--- config.mk ---
export PLATFORM = sky130hd
export DESIGN_NAME = rco_ref_clock
export DESIGN_NICKNAME = d
export VERILOG_FILES = /design/src/inc/rco_pkg.sv /design/src/rtl/rco_ref_clock.sv
export SDC_FILE = /design/constraint.sdc
export NUM_CORES = 1
export LEC_CHECK = 0
export ABC_AREA = 1
export BUFFER_PORTS_ARGS = -buffer_cell sky130_fd_sc_hd__buf_4
export CAP_MARGIN = 20
export CORE_UTILIZATION = 23
export DETAILED_ROUTE_END_ITERATION = 12
export GPL_TIMING_DRIVEN = 0
export HOLD_SLACK_MARGIN = 0.15
export PLACE_DENSITY = 0.47
export SYNTH_ARGS = -nofsm -noshare
export SYNTH_HDL_FRONTEND = slang
export SYNTH_SLANG_ARGS = --single-unit
--- constraint.sdc ---
create_clock -name clk_sys -period 3.5 [get_ports clk_sys]
set_input_delay 0.175 -clock clk_sys [delete_from_list [all_inputs] [get_ports clk_sys]]
set_output_delay 0.175 -clock clk_sys [all_outputs]
set_load 0.01 [all_outputs]
--- src/inc/rco_pkg.sv ---
package rco_pkg;

  // register indices on the plain register port
  localparam logic [3:0] REG_FREQ_SEL = 4'h0;
  localparam logic [3:0] REG_TRIM = 4'h1;
  localparam logic [3:0] REG_MANUAL_EN = 4'h2;
  localparam logic [3:0] REG_SOSC_MODE = 4'h3;
  localparam logic [3:0] REG_REF_CTRL = 4'h4;
  localparam logic [3:0] REG_REF_SRC = 4'h5;

  // reset values
  localparam logic [3:0] FREQ_SEL_RST = 4'h2; // hardware-chosen default
  localparam logic [5:0] TRIM_RST = 6'h00;
  localparam logic [5:0] MANUAL_EN_RST = 6'h00;
  localparam logic SOSC_MODE_RST = 1'b0;
  localparam logic REF_EN_RST = 1'b0;
  localparam logic [1:0] DUTY_RST = 2'h2;
  localparam logic [2:0] RATIO_RST = 3'h0;
  localparam logic [3:0] SRC_RST = 4'h0;

  // field positions
  localparam int FREQ_MSB = 3;
  localparam int TRIM_MSB = 5;
  localparam int MANUAL_LSB = 2; // six manual-on bits in 7:2
  localparam int REF_EN_POS = 7;
  localparam int DUTY_LSB = 3;
  localparam int RATIO_LSB = 0;
  localparam int SRC_MSB = 3;

  // manual-on bit order inside the six-bit group
  localparam int OSC_CONV = 0;
  localparam int OSC_SECONDARY = 1;
  localparam int OSC_LOW = 2;
  localparam int OSC_MID = 3;
  localparam int OSC_HIGH = 4;
  localparam int OSC_EXTERNAL = 5;

  // reference source codes
  localparam logic [3:0] SRC_SYS = 4'h0;
  localparam logic [3:0] SRC_LAST = 4'ha;
  localparam int NUM_EXT_SRC = 10;

  // highest frequency select code that is not reserved
  localparam logic [3:0] FREQ_MAX_CODE = 4'h8;

  // mid-frequency oscillator taps in hertz
  localparam int MID_FAST_HZ = 500000;
  localparam int MID_SLOW_HZ = 31250;

  // oscillator configuration carried to the analog side
  typedef struct packed {
    logic [3:0] hf_freq_select;
    logic [7:0] hf_nominal_mhz;
    logic hf_freq_reserved;
    logic [5:0] trim_offset;
    logic [5:0] osc_run;
    logic secondary_osc_power_mode;
  } rco_osc_cfg_t;

endpackage

--- src/rtl/rco_ref_clock.sv ---
// What this block does
// - frequency select code picks nominal oscillator frequency
// - trim is signed, zero at reset
// - manual-on bits force each oscillator running
// - forced high oscillator uses selected frequency
// - mid oscillator derived from high, two taps
// - forced secondary oscillator follows power mode bit
// - unimplemented bits read zero, writes ignored
// - reference takes selected source, drives output pin
// - reference also feeds internal peripherals
// - enable starts output without glitches
// - clearing enable stops output at once
// - ratio field divides by 1 to 128
// - duty 25/50/75 from divide-by-4 up; divide-by-2 gives 50 for codes 10/11 and 0 for 01/00, undivided ignores duty
// - ratio and duty changes accepted while enabled
// - duty upper bit resets to one
// - generator runs in system clock domain
// - sleep freezes reference output and divider state unless software writes
// - enable bit turns generator on, resets off
// - ratio code is power-of-two exponent
// - duty codes 11/10/01/00 give 75/50/25/0
`timescale 1ns/1ps
`default_nettype none

module rco_ref_clock (
  input wire logic clk_sys, // system clock, 100 MHz
  input wire logic sys_rst, // synchronous reset, active high
  input wire logic [3:0] reg_addr, // register index
  input wire logic [7:0] reg_wdata, // write data
  input wire logic reg_wr, // write strobe
  input wire logic reg_rd, // read strobe
  output logic [7:0] reg_rdata, // read data, cycle after strobe
  input wire logic sleep_i, // device asleep, same domain
  input wire logic [5:0] periph_osc_req, // peripheral oscillator requests
  input wire logic [9:0] ref_src_i, // async source clocks, codes 1..10
  output rco_pkg::rco_osc_cfg_t osc_cfg, // oscillator configuration
  output logic ref_output_pin, // reference clock pin
  output logic ref_clk_int // reference clock to peripherals
);

  ////////////////////////////////////////////////////////////////////////////
  // functions

  // nominal frequency in MHz, zero for reserved codes
  function automatic logic [7:0] nominal_mhz(input logic [3:0] code);
    case (code)
      4'h0: nominal_mhz = 8'h01;
      4'h1: nominal_mhz = 8'h02;
      4'h2: nominal_mhz = 8'h04;
      4'h3: nominal_mhz = 8'h08;
      4'h4: nominal_mhz = 8'h0c;
      4'h5: nominal_mhz = 8'h10;
      4'h6: nominal_mhz = 8'h20;
      4'h7: nominal_mhz = 8'h30;
      4'h8: nominal_mhz = 8'h40;
      default: nominal_mhz = 8'h00;
    endcase
  endfunction

  // period length in source ticks for a ratio code
  function automatic logic [7:0] period_of(input logic [2:0] ratio);
    period_of = 8'h01 << ratio;
  endfunction

  ////////////////////////////////////////////////////////////////////////////
  // registers

  logic [3:0] freq_sel_q;
  logic [5:0] trim_q;
  logic [5:0] manual_q;
  logic sosc_mode_q;
  logic ref_en_q;
  logic [1:0] duty_q;
  logic [2:0] ratio_q;
  logic [3:0] src_sel_q;
  logic wr_ctrl;
  logic [7:0] rdata_d;
  logic [7:0] rdata_q;

  assign wr_ctrl = reg_wr && (reg_addr == rco_pkg::REG_REF_CTRL);

  // oscillator configuration writes, unused bits dropped
  always_ff @(posedge clk_sys) begin
    if (sys_rst) begin
      freq_sel_q <= rco_pkg::FREQ_SEL_RST;
      trim_q <= rco_pkg::TRIM_RST;
      manual_q <= rco_pkg::MANUAL_EN_RST;
      sosc_mode_q <= rco_pkg::SOSC_MODE_RST;
    end else if (reg_wr) begin
      if (reg_addr == rco_pkg::REG_FREQ_SEL) begin
        freq_sel_q <= reg_wdata[rco_pkg::FREQ_MSB:0];
      end else if (reg_addr == rco_pkg::REG_TRIM) begin
        trim_q <= reg_wdata[rco_pkg::TRIM_MSB:0];
      end else if (reg_addr == rco_pkg::REG_MANUAL_EN) begin
        manual_q <= reg_wdata[7:rco_pkg::MANUAL_LSB];
      end else if (reg_addr == rco_pkg::REG_SOSC_MODE) begin
        sosc_mode_q <= reg_wdata[0];
      end
    end
  end

  // reference control and source writes
  always_ff @(posedge clk_sys) begin
    if (sys_rst) begin
      ref_en_q <= rco_pkg::REF_EN_RST;
      duty_q <= rco_pkg::DUTY_RST;
      ratio_q <= rco_pkg::RATIO_RST;
      src_sel_q <= rco_pkg::SRC_RST;
    end else if (reg_wr) begin
      if (wr_ctrl) begin
        ref_en_q <= reg_wdata[rco_pkg::REF_EN_POS];
        duty_q <= reg_wdata[rco_pkg::DUTY_LSB +: 2];
        ratio_q <= reg_wdata[rco_pkg::RATIO_LSB +: 3];
      end else if (reg_addr == rco_pkg::REG_REF_SRC) begin
        src_sel_q <= reg_wdata[rco_pkg::SRC_MSB:0];
      end
    end
  end

  // read mux, unmapped and unimplemented bits read zero
  always_comb begin
    rdata_d = 8'h00;
    if (reg_addr == rco_pkg::REG_FREQ_SEL) begin
      rdata_d = {4'h0, freq_sel_q};
    end else if (reg_addr == rco_pkg::REG_TRIM) begin
      rdata_d = {2'h0, trim_q};
    end else if (reg_addr == rco_pkg::REG_MANUAL_EN) begin
      rdata_d = {manual_q, 2'h0};
    end else if (reg_addr == rco_pkg::REG_SOSC_MODE) begin
      rdata_d = {7'h00, sosc_mode_q};
    end else if (reg_addr == rco_pkg::REG_REF_CTRL) begin
      rdata_d = {ref_en_q, 2'h0, duty_q, ratio_q};
    end else if (reg_addr == rco_pkg::REG_REF_SRC) begin
      rdata_d = {4'h0, src_sel_q};
    end
  end

  // read data stands only in the cycle after the strobe
  always_ff @(posedge clk_sys) begin
    if (sys_rst) begin
      rdata_q <= 8'h00;
    end else if (reg_rd) begin
      rdata_q <= rdata_d;
    end else begin
      rdata_q <= 8'h00;
    end
  end

  assign reg_rdata = rdata_q;

  ////////////////////////////////////////////////////////////////////////////
  // oscillator control

  logic [5:0] osc_run;

  // manual bit or a peripheral request runs each oscillator; the mid
  // oscillator is a tap of the high one, so it keeps the high one alive
  always_comb begin
    osc_run = manual_q | periph_osc_req;
    osc_run[rco_pkg::OSC_HIGH] = osc_run[rco_pkg::OSC_HIGH]
      | osc_run[rco_pkg::OSC_MID];
  end

  // configuration to the analog oscillators
  always_comb begin
    osc_cfg.hf_freq_select = freq_sel_q;
    osc_cfg.hf_nominal_mhz = nominal_mhz(freq_sel_q);
    osc_cfg.hf_freq_reserved =
      freq_sel_q > rco_pkg::FREQ_MAX_CODE;
    osc_cfg.trim_offset = trim_q;
    osc_cfg.osc_run = osc_run;
    osc_cfg.secondary_osc_power_mode = sosc_mode_q;
  end

  ////////////////////////////////////////////////////////////////////////////
  // source synchronisation and selection

  logic [9:0] src_meta_q;
  logic [9:0] src_sync_q;
  logic sys_tgl_q;
  logic [3:0] src_use_q;
  logic src_lvl_d;
  logic src_prev_q;
  logic src_tick;

  // two flops on every asynchronous source
  always_ff @(posedge clk_sys) begin
    if (sys_rst) begin
      src_meta_q <= 10'h000;
      src_sync_q <= 10'h000;
    end else begin
      src_meta_q <= ref_src_i;
      src_sync_q <= src_meta_q;
    end
  end

  // system clock source seen as a level that flips every cycle
  always_ff @(posedge clk_sys) begin
    if (sys_rst) begin
      sys_tgl_q <= 1'b0;
    end else if (!sleep_i) begin
      sys_tgl_q <= ~sys_tgl_q;
    end
  end

  // selected level from the latched selection, reserved codes idle low
  always_comb begin
    src_lvl_d = 1'b0;
    if (src_use_q == rco_pkg::SRC_SYS) begin
      src_lvl_d = sys_tgl_q;
    end else if (src_use_q <= rco_pkg::SRC_LAST) begin
      src_lvl_d = src_sync_q[src_use_q - 4'h1];
    end
  end

  // a new selection is taken only while the old source is low and the
  // edge history is reloaded, so no partial pulse reaches the divider
  always_ff @(posedge clk_sys) begin
    if (sys_rst) begin
      src_use_q <= rco_pkg::SRC_RST;
      src_prev_q <= 1'b0;
    end else if (!sleep_i) begin
      if (src_use_q != src_sel_q && !src_lvl_d) begin
        src_use_q <= src_sel_q;
        src_prev_q <= 1'b1;
      end else begin
        src_prev_q <= src_lvl_d;
      end
    end
  end

  // one tick per rising edge of the chosen source; system clock ticks always
  assign src_tick = (src_use_q == rco_pkg::SRC_SYS) ? 1'b1
    : (src_lvl_d && !src_prev_q);

  ////////////////////////////////////////////////////////////////////////////
  // divider and duty

  logic [6:0] cnt_q;
  logic [7:0] period;
  logic [7:0] high_len;
  logic [9:0] high_prod;
  logic ref_out_q;

  assign period = period_of(ratio_q);
  assign high_prod = {2'h0, period} * {8'h00, duty_q};
  assign high_len = high_prod[9:2];

  // divide counter, held at zero while disabled
  always_ff @(posedge clk_sys) begin
    if (sys_rst) begin
      cnt_q <= 7'h00;
    end else if (!ref_en_q
        || (wr_ctrl && !reg_wdata[rco_pkg::REF_EN_POS])) begin
      cnt_q <= 7'h00;
    end else if (!sleep_i && src_tick) begin
      cnt_q <= (cnt_q + 7'h01) & period[6:0] - 7'h01;
    end
  end

  // output level; cleared in the same edge that clears the enable, and
  // frozen while asleep
  always_ff @(posedge clk_sys) begin
    if (sys_rst) begin
      ref_out_q <= 1'b0;
    end else if (wr_ctrl && !reg_wdata[rco_pkg::REF_EN_POS]) begin
      ref_out_q <= 1'b0;
    end else if (!ref_en_q) begin
      ref_out_q <= 1'b0;
    end else if (sleep_i) begin
      ref_out_q <= ref_out_q;
    end else if (ratio_q == 3'h0) begin
      ref_out_q <= src_lvl_d;
    end else if (src_tick) begin
      ref_out_q <= {1'b0, cnt_q} < high_len;
    end
  end

  assign ref_output_pin = ref_out_q;
  assign ref_clk_int = ref_out_q;
endmodule // rco_ref_clock

`default_nettype wire

==> results of run 1 <==
-- cells by family (layout without fill, tap and decap cells) --
| family | count (synthesis) | count (layout) | synth area share |
|---|---|---|---|
| and+or+nand+nor | 238 | 238 | 0.2957 |
| buffers and inverters | 92 | 190 | 0.09910 |
| DFF | 76 | 76 | 0.4030 |
| AOI/OAI and AO/OA | 82 | 82 | 0.1173 |
| xor gates and xnor gates | 12 | 12 | 0.02784 |
| adders and majority gates | 16 | 16 | 0.05502 |
| other | 2 | 2 | 0.001989 |
-- cell type report --
cell class | instances | area, µm²
fillers | 1774 | 10940
multi-input cells | 350 | 1879
flip-flops and latches | 76 | 1521
repair buffers | 82 | 658.1
inverters | 79 | 301.5
well taps | 216 | 270.3
clock buffers | 11 | 242.7
plain buffers | 13 | 72.57
clock inverters | 5 | 60.06
-- worst max-delay path: cells and delay by family (launching register included) --
kind | cells | cell delay, ns
adders and majority gates | 2 | 0.71
and+or+nand+nor | 9 | 0.70
DFF | 1 | 0.41
xor gates and xnor gates | 1 | 0.15
buffers and inverters | 5 | 0.40
AOI/OAI and AO/OA | 4 | 0.58
-- power breakdown --
part	switching (µW)	leakage, µW	internal [µW]
Combinational	299	0.00141	200
Sequential	24.6	0.000619	901
Clock	369	0.000146	574
Total	692	0.00217	1670
-- metal layers --
metal	vias up	wire length, µm
li1	1842	-
met1	1602	4634
met2	49	4537
met3	6	390
met4	0	82
met5	-	0
-- cell usage in the layout (no fill, tap or decap), types with 4 or more instances in the layout --
| cell type | n |
|---|---|
| nand2_1 | 98 |
| dfxtp_1 | 76 |
| inv_1 | 72 |
| buf_4 | 68 |
| nor2_1 | 67 |
| a21oi_1 | 46 |
| nand3_1 | 32 |
| o21ai_0 | 22 |
| dlygate4sd3_1 | 17 |
| ha_1 | 15 |
| clkbuf_16 | 9 |
| nor3_1 | 7 |
| xor2_1 | 7 |
| or2_2 | 6 |
| nor2_2 | 6 |
| clkbuf_1 | 6 |
| xnor2_1 | 5 |
| inv_2 | 4 |
-- flip-flops by register name (all words and copies together) (netlist names), 6 cells and up --
name	count
cnt_q	7
trim_q	6
reg_rdata	8
src_sync_q	10
manual_q	6
osc_cfg	7
src_meta_q	10
-- timing repair --
action                                 CTS  global route
endpoints found under the hold margin   23             0
hold buffers                            17             0
gates resized for setup                  0             0
-- final timing paths --
path | startpoint | end | slack, ns | cells after the start
max | ratio_q[1] | ref_clk_int | 0.44 | 21
min | reg_wdata[2] | manual_q[0] | 0.17 | 3
max reg2reg | ratio_q[1] | ref_clk_int | 0.44 | 21
min reg2reg | src_meta_q[0] | src_sync_q[0] | 0.40 | 2
-- through the flow --
step | instances | hold WS (ns)
after global placement | 799 | 0.3768
final | 832 | 0.1731
after floorplan | 518 | 0.2820
after global routing | 832 | 0.1628
after detailed placement | 799 | 0.3831
after CTS | 832 | 0.1578
==> metrics.csv, run 1 <==
stage;metric;value;unit
grt;grt.busiest_layer;met2;
final_layout;diodes;0;
synthesis;async_flop_share;0;
power_and_ir_drop;powerDensity;472.8;mW/mm²
worst_setup_path;cp-end-kind;flip-flop;
synthesis;ys_warn_count;0;
cts;root_buffer;clkbuf_16;
outcome;status;completed;
grt;overflow;0;
placement;gp_congestion;0.8128;
synthesis;avgSynthCellArea;7.287;µm²
route;wirelength;9.644;mm
final_layout;area.growth.synth_to_final;32.62;%
cts;cts_buffers;9;
grt;use_met3;0.02296;
cts;numClockSinks;76;
placement;io_buffers;65;
die;core;0.01594;mm²
cts;post_cts_buffers;0;
power_and_ir_drop;fin_total_pwr;2367;µW
placement;place_ws;0.4370;ns
timing;final-setup-viol-count;0;
grt;antenna_found_initial;0;
die;die_h;130.1;µm
run;max_cap_violations;0;
min_path;hp-class;in2reg;
timing;hold_violations;0;
route;initialDrtViolationCount;157;
grt;grt_pass1_vias;3253;
route;viasPerCell;4.206;
synthesis;netlist_area;0.003775;mm²
worst_setup_path;crit_path_max_incr_delay;0.42;ns
synthesis;synth_edf_count;0;
timing;setup_slack;0.4408;ns
synthesis;syn_inst;518;
final_layout;final_area;0.005006;mm²
cts;cts_tree;yes;
cts;clkTransAtPathRegs;0.06;ns
synthesis;synth.net_count;567;
worst_setup_path;worstPathMaxFanout;6;
die;die_width;130.1;µm
worst_setup_path;cp_slowest_cell;fa_1;
grt;grt_max_degree;14;
placement;hpwl;7.382;mm
timing;slew_headroom;0.6084;
cts;cts_max_path_buffers;2;
timing;finalCriticalPeriod;3.059;ns
synthesis;ys_seq_area_frac;0.4030;
route;drcViolationCount;0;
synthesis;ys_ff_latch;76;
worst_setup_path;required;3.73;ns
worst_setup_path;crit_path_cell_trace;inv_1 -> nor3_1 -> inv_1 -> nor2_1 -> inv_1 -> fa_1 -> inv_1 -> a31oi_1 -> o21ai_0 -> a21oi_1 -> xor2_1 -> ha_1 -> nand2_1 -> inv_1 -> nand2_1 -> nand2_1 -> nand2_1 -> nand2_1 -> nand3_1 -> a21oi_1 -> nor2_1;
timing;min_period_over_period;0.8741;
placement;dpl_cell_area;0.004533;mm²
route;dr.pass1.iters;4;
grt;use_met2;0.1890;
synthesis;synth_common_cells;nand2_1 (98), dfxtp_1 (76), inv_1 (72), nor2_1 (67), a21oi_1 (46);
power_and_ir_drop;ir_drop;0.3069;mV
route;route.vias.total;3499;
grt;use_met1;0.1568;
synthesis;yosys.area.top_type_share;0.4030;
final_layout;nNetsFinal;660;
timing;worstMarginPinSlew;0.5874;ns
power_and_ir_drop;cellLeakagePower;0.002174;µW
synthesis;synth_area_leaders;dfxtp_1 (40%), nand2_1 (9.7%), inv_1 (7.2%);
worst_setup_path;worst-setup-path-type;reg2reg;
route;drtAntennaViolNets;0;
timing;final.setup.tns;0;ns
synthesis;synth_most_common_cell;nand2_1;
synthesis;synthDistinctLibCells;46;
cts;h-tree-depth;3;
die;initial_core_util;0.2368;
timing;maxSlewViolCount;0;
synthesis;synth_flop_cell;dfxtp_1;
final_layout;fin_util;0.3140;
timing;rsz0062_at_grt;false;
die;die_area;0.01693;mm²
final_layout;drive_above_1_share;0.1997;
route;avgRoutedWirePerCell;11.59;µm
synthesis;yosysTopAreaCell;dfxtp_1;
cts;clk_latency;0.34;ns
worst_setup_path;arrival;3.29;ns
grt;gr-usage-all-layers;0.1202;
grt;grt_first_pass_wirelength;15.55;mm
worst_setup_path;start_kind;flip-flop;
die;io-pin-count;69;
die;fp-row-count;46;
timing;fmax;326.9;MHz
timing;finClkSkew;0.008065;ns
(Power assumes the default switching activity.)
==> inputs of run 2 (changes only) <==
Settings changed: ABC_AREA 1 to 0, CELL_PAD_IN_SITES_DETAIL_PLACEMENT set to 1, CELL_PAD_IN_SITES_GLOBAL_PLACEMENT set to 1, PLACE_DENSITY 0.47 to 0.56, SLEW_MARGIN set to 15.
==> run 2 against run 1 <==
Compared with the run above: sequential share of layout area down 0.63 points; critical endpoint unchanged; final cell count down 12%; clock skew down 0.0012 ns; register-to-register slack worse by 0.32 ns; die area up 1.6%; largest power group unchanged.
==> metrics.csv, run 2 <==
stage;metric;value;unit
outcome;status;completed;
die;core;0.01606;mm²
synthesis;netlist_area;0.003836;mm²
route;avgRoutedWirePerCell;15.27;µm
timing;worstMarginPinSlew;0.8026;ns
synthesis;synthDistinctLibCells;59;
final_layout;drive_above_1_share;0.2336;
synthesis;avgSynthCellArea;9.134;µm²
synthesis;synth_common_cells;dfxtp_1 (76), nor2_1 (51), mux2i_1 (33), nor2b_1 (28);
final_layout;final_area;0.005150;mm²
placement;io_buffers;65;
cts;root_buffer;clkbuf_16;
cts;numClockSinks;76;
timing;finClkSkew;0.006850;ns
route;drcViolationCount;0;
die;io-pin-count;69;
worst_setup_path;required;3.76;ns
cts;cts_tree;yes;
route;dr.pass1.iters;4;
die;die_width;131.1;µm
grt;grt_max_degree;16;
worst_setup_path;r2r_start;ratio_q[0];
synthesis;async_flop_share;0;
synthesis;synth_edf_count;0;
worst_setup_path;cp-end-kind;flip-flop;
synthesis;synth.net_count;469;
run;max_cap_violations;0;
placement;hpwl;8.382;mm
die;die_area;0.01720;mm²
worst_setup_path;worstPathMaxFanout;10;
die;fp-row-count;46;
timing;hold_violations;0;
final_layout;diodes;0;
power_and_ir_drop;cellLeakagePower;0.002043;µW
route;viasPerCell;4.557;
timing;maxSlewViolCount;0;
cts;h-tree-depth;3;
cts;clk_latency;0.33;ns
timing;fmax;295.7;MHz
synthesis;yosysTopAreaCell;dfxtp_1;
synthesis;yosys.area.top_type_share;0.3966;
synthesis;synth_most_common_cell;dfxtp_1;
timing;finalCriticalPeriod;3.382;ns
grt;grt_pass1_vias;3519;
synthesis;synth_area_leaders;dfxtp_1 (40%), mux2i_1 (8.6%), nor2_1 (5.0%);
route;wirelength;11.21;mm
worst_setup_path;arrival;3.64;ns
timing;slew_headroom;0.4638;
final_layout;fill_cells;1864;
min_path;min_from;reg_wdata[2];
synthesis;ys_warn_count;0;
synthesis;syn_inst;420;
synthesis;ys_seq_area_frac;0.3966;
grt;grt_first_pass_wirelength;18.37;mm
cts;clkTransAtPathRegs;0.07;ns
placement;gp_congestion;0.7446;
final_layout;final_common_cell;dfxtp_1;
synthesis;ys_ff_latch;76;
min_path;hp-class;in2reg;
grt;overflow;0;
route;route.vias.total;3345;
grt;gr-usage-all-layers;0.1311;
worst_setup_path;start_kind;flip-flop;
timing;min_period_over_period;0.9662;
route;drtAntennaViolNets;0;
grt;antenna_found_initial;0;
final_layout;final_cells;734;
route;initialDrtViolationCount;101;
placement;dp.cells;701;
final_layout;nNetsFinal;562;
final_layout;layout_common_cells;dfxtp_1 (73), buf_4 (70), nor2_1 (50);
die;die_h;131.1;µm
cts;cts_buffers;9;
worst_setup_path;crit_start;ratio_q[0];
timing;holdWs;0.1721;ns
power_and_ir_drop;powerDensity;395.8;mW/mm²
final_layout;multiInputGateArea;0.002193;mm²
placement;dpl_cell_area;0.004599;mm²
worst_setup_path;worst-setup-path-type;reg2reg;
final_layout;fin_util;0.3207;
power_and_ir_drop;ir_drop;0.2113;mV
die;initial_core_util;0.2389;
final_layout;seqCellArea;0.001533;mm²
final_layout;area.growth.synth_to_final;34.25;%
synthesis;synth_flop_cell;dfxtp_1;
cts;cts_max_path_buffers;2;
timing;final-setup-viol-count;0;
## run 2: layer usage
| metal | up-vias | share of wire | GRT usage | wire length, µm |
|---|---|---|---|---|
| li1 | 1653 | - | - | - |
| met1 | 1635 | 0.46 | 0.1625 | 5156 |
| met2 | 52 | 0.51 | 0.2337 | 5728 |
| met3 | 5 | 0.020 | 0.01890 | 229 |
| met4 | 0 | 0.0081 | 0.03725 | 91 |
| met5 | - | 0 | 0 | 0 |
## run 2: layout make-up
class	count	area share
Timing Repair Buffer	83	0.1293
Clock buffer	9	0.04373
Inverter	11	0.008017
Buffer	25	0.02697
Sequential cell	76	0.2976
Clock inverter	7	0.01603
Multi-Input combinational cell	307	0.4259
Tap cell	216	0.05248
## run 2: final timing paths
| kind | cells past startpoint | slack (ns) | end |
|---|---|---|---|
| min | 3 | 0.17 | manual_q[0] |
| max reg2reg | 16 | 0.12 | ref_clk_int |
| min reg2reg | 1 | 0.44 | src_sync_q[8] |
| max | 16 | 0.12 | ref_clk_int |
## run 2: worst max-delay path, stage by stage, from the launching register on
cell and delay (ns):
dfxtp_4 0.37, buf_8 0.14, nand2b_1 0.16, or2_4 0.24, fa_2 0.37, nor2b_1 0.12
o21a_1 0.16, o21a_1 0.15, o21a_1 0.18, nor2_2 0.05, xor2_1 0.15, ha_1 0.32
and3_4 0.18, a221o_1 0.35, a21oi_2 0.12, a311oi_2 0.07, o211ai_1 0.17
## run 2: kinds of logic after synthesis
group / count (synthesis) / synth area share
other cells: 2 / 0.001958
fa+ha+maj: 16 / 0.05414
compound gates: 64 / 0.1187
flops: 76 / 0.3966
buf+inv: 37 / 0.04240
mux: 40 / 0.1155
xor+xnor: 12 / 0.03229
simple gates: 173 / 0.2384
## run 2: metrics by stage
stage | power [µW] | TNS (ns) | setup slack, ns
after global placement | 1063 | -0.2261 | -0.2261
after CTS | 2062 | 0 | 0.02473
after floorplan | 992.7 | 0 | 0.2350
final | 2038 | 0 | 0.1183
after global routing | 2117 | -0.0005138 | -0.0005138
after detailed placement | 1067 | -0.3045 | -0.3045
## run 2: what timing repair did
| item | CTS | global route |
|---|---|---|
| endpoints found under the setup margin | 1 | 1 |
| resized for setup | 13 | 9 |
| hold buffers | 17 | 0 |
| hold endpoints to repair | 24 | 0 |
| buffers inserted | 0 | 1 |
| pin swaps | 0 | 6 |
| cloned | 0 | 0 |
## run 2: power breakdown
| part | internal (µW) | switching (µW) |
|---|---|---|
| Clock | 566 | 411 |
| Combinational | 84.9 | 84.4 |
| Sequential | 881 | 10.9 |
| Total | 1530 | 506 |
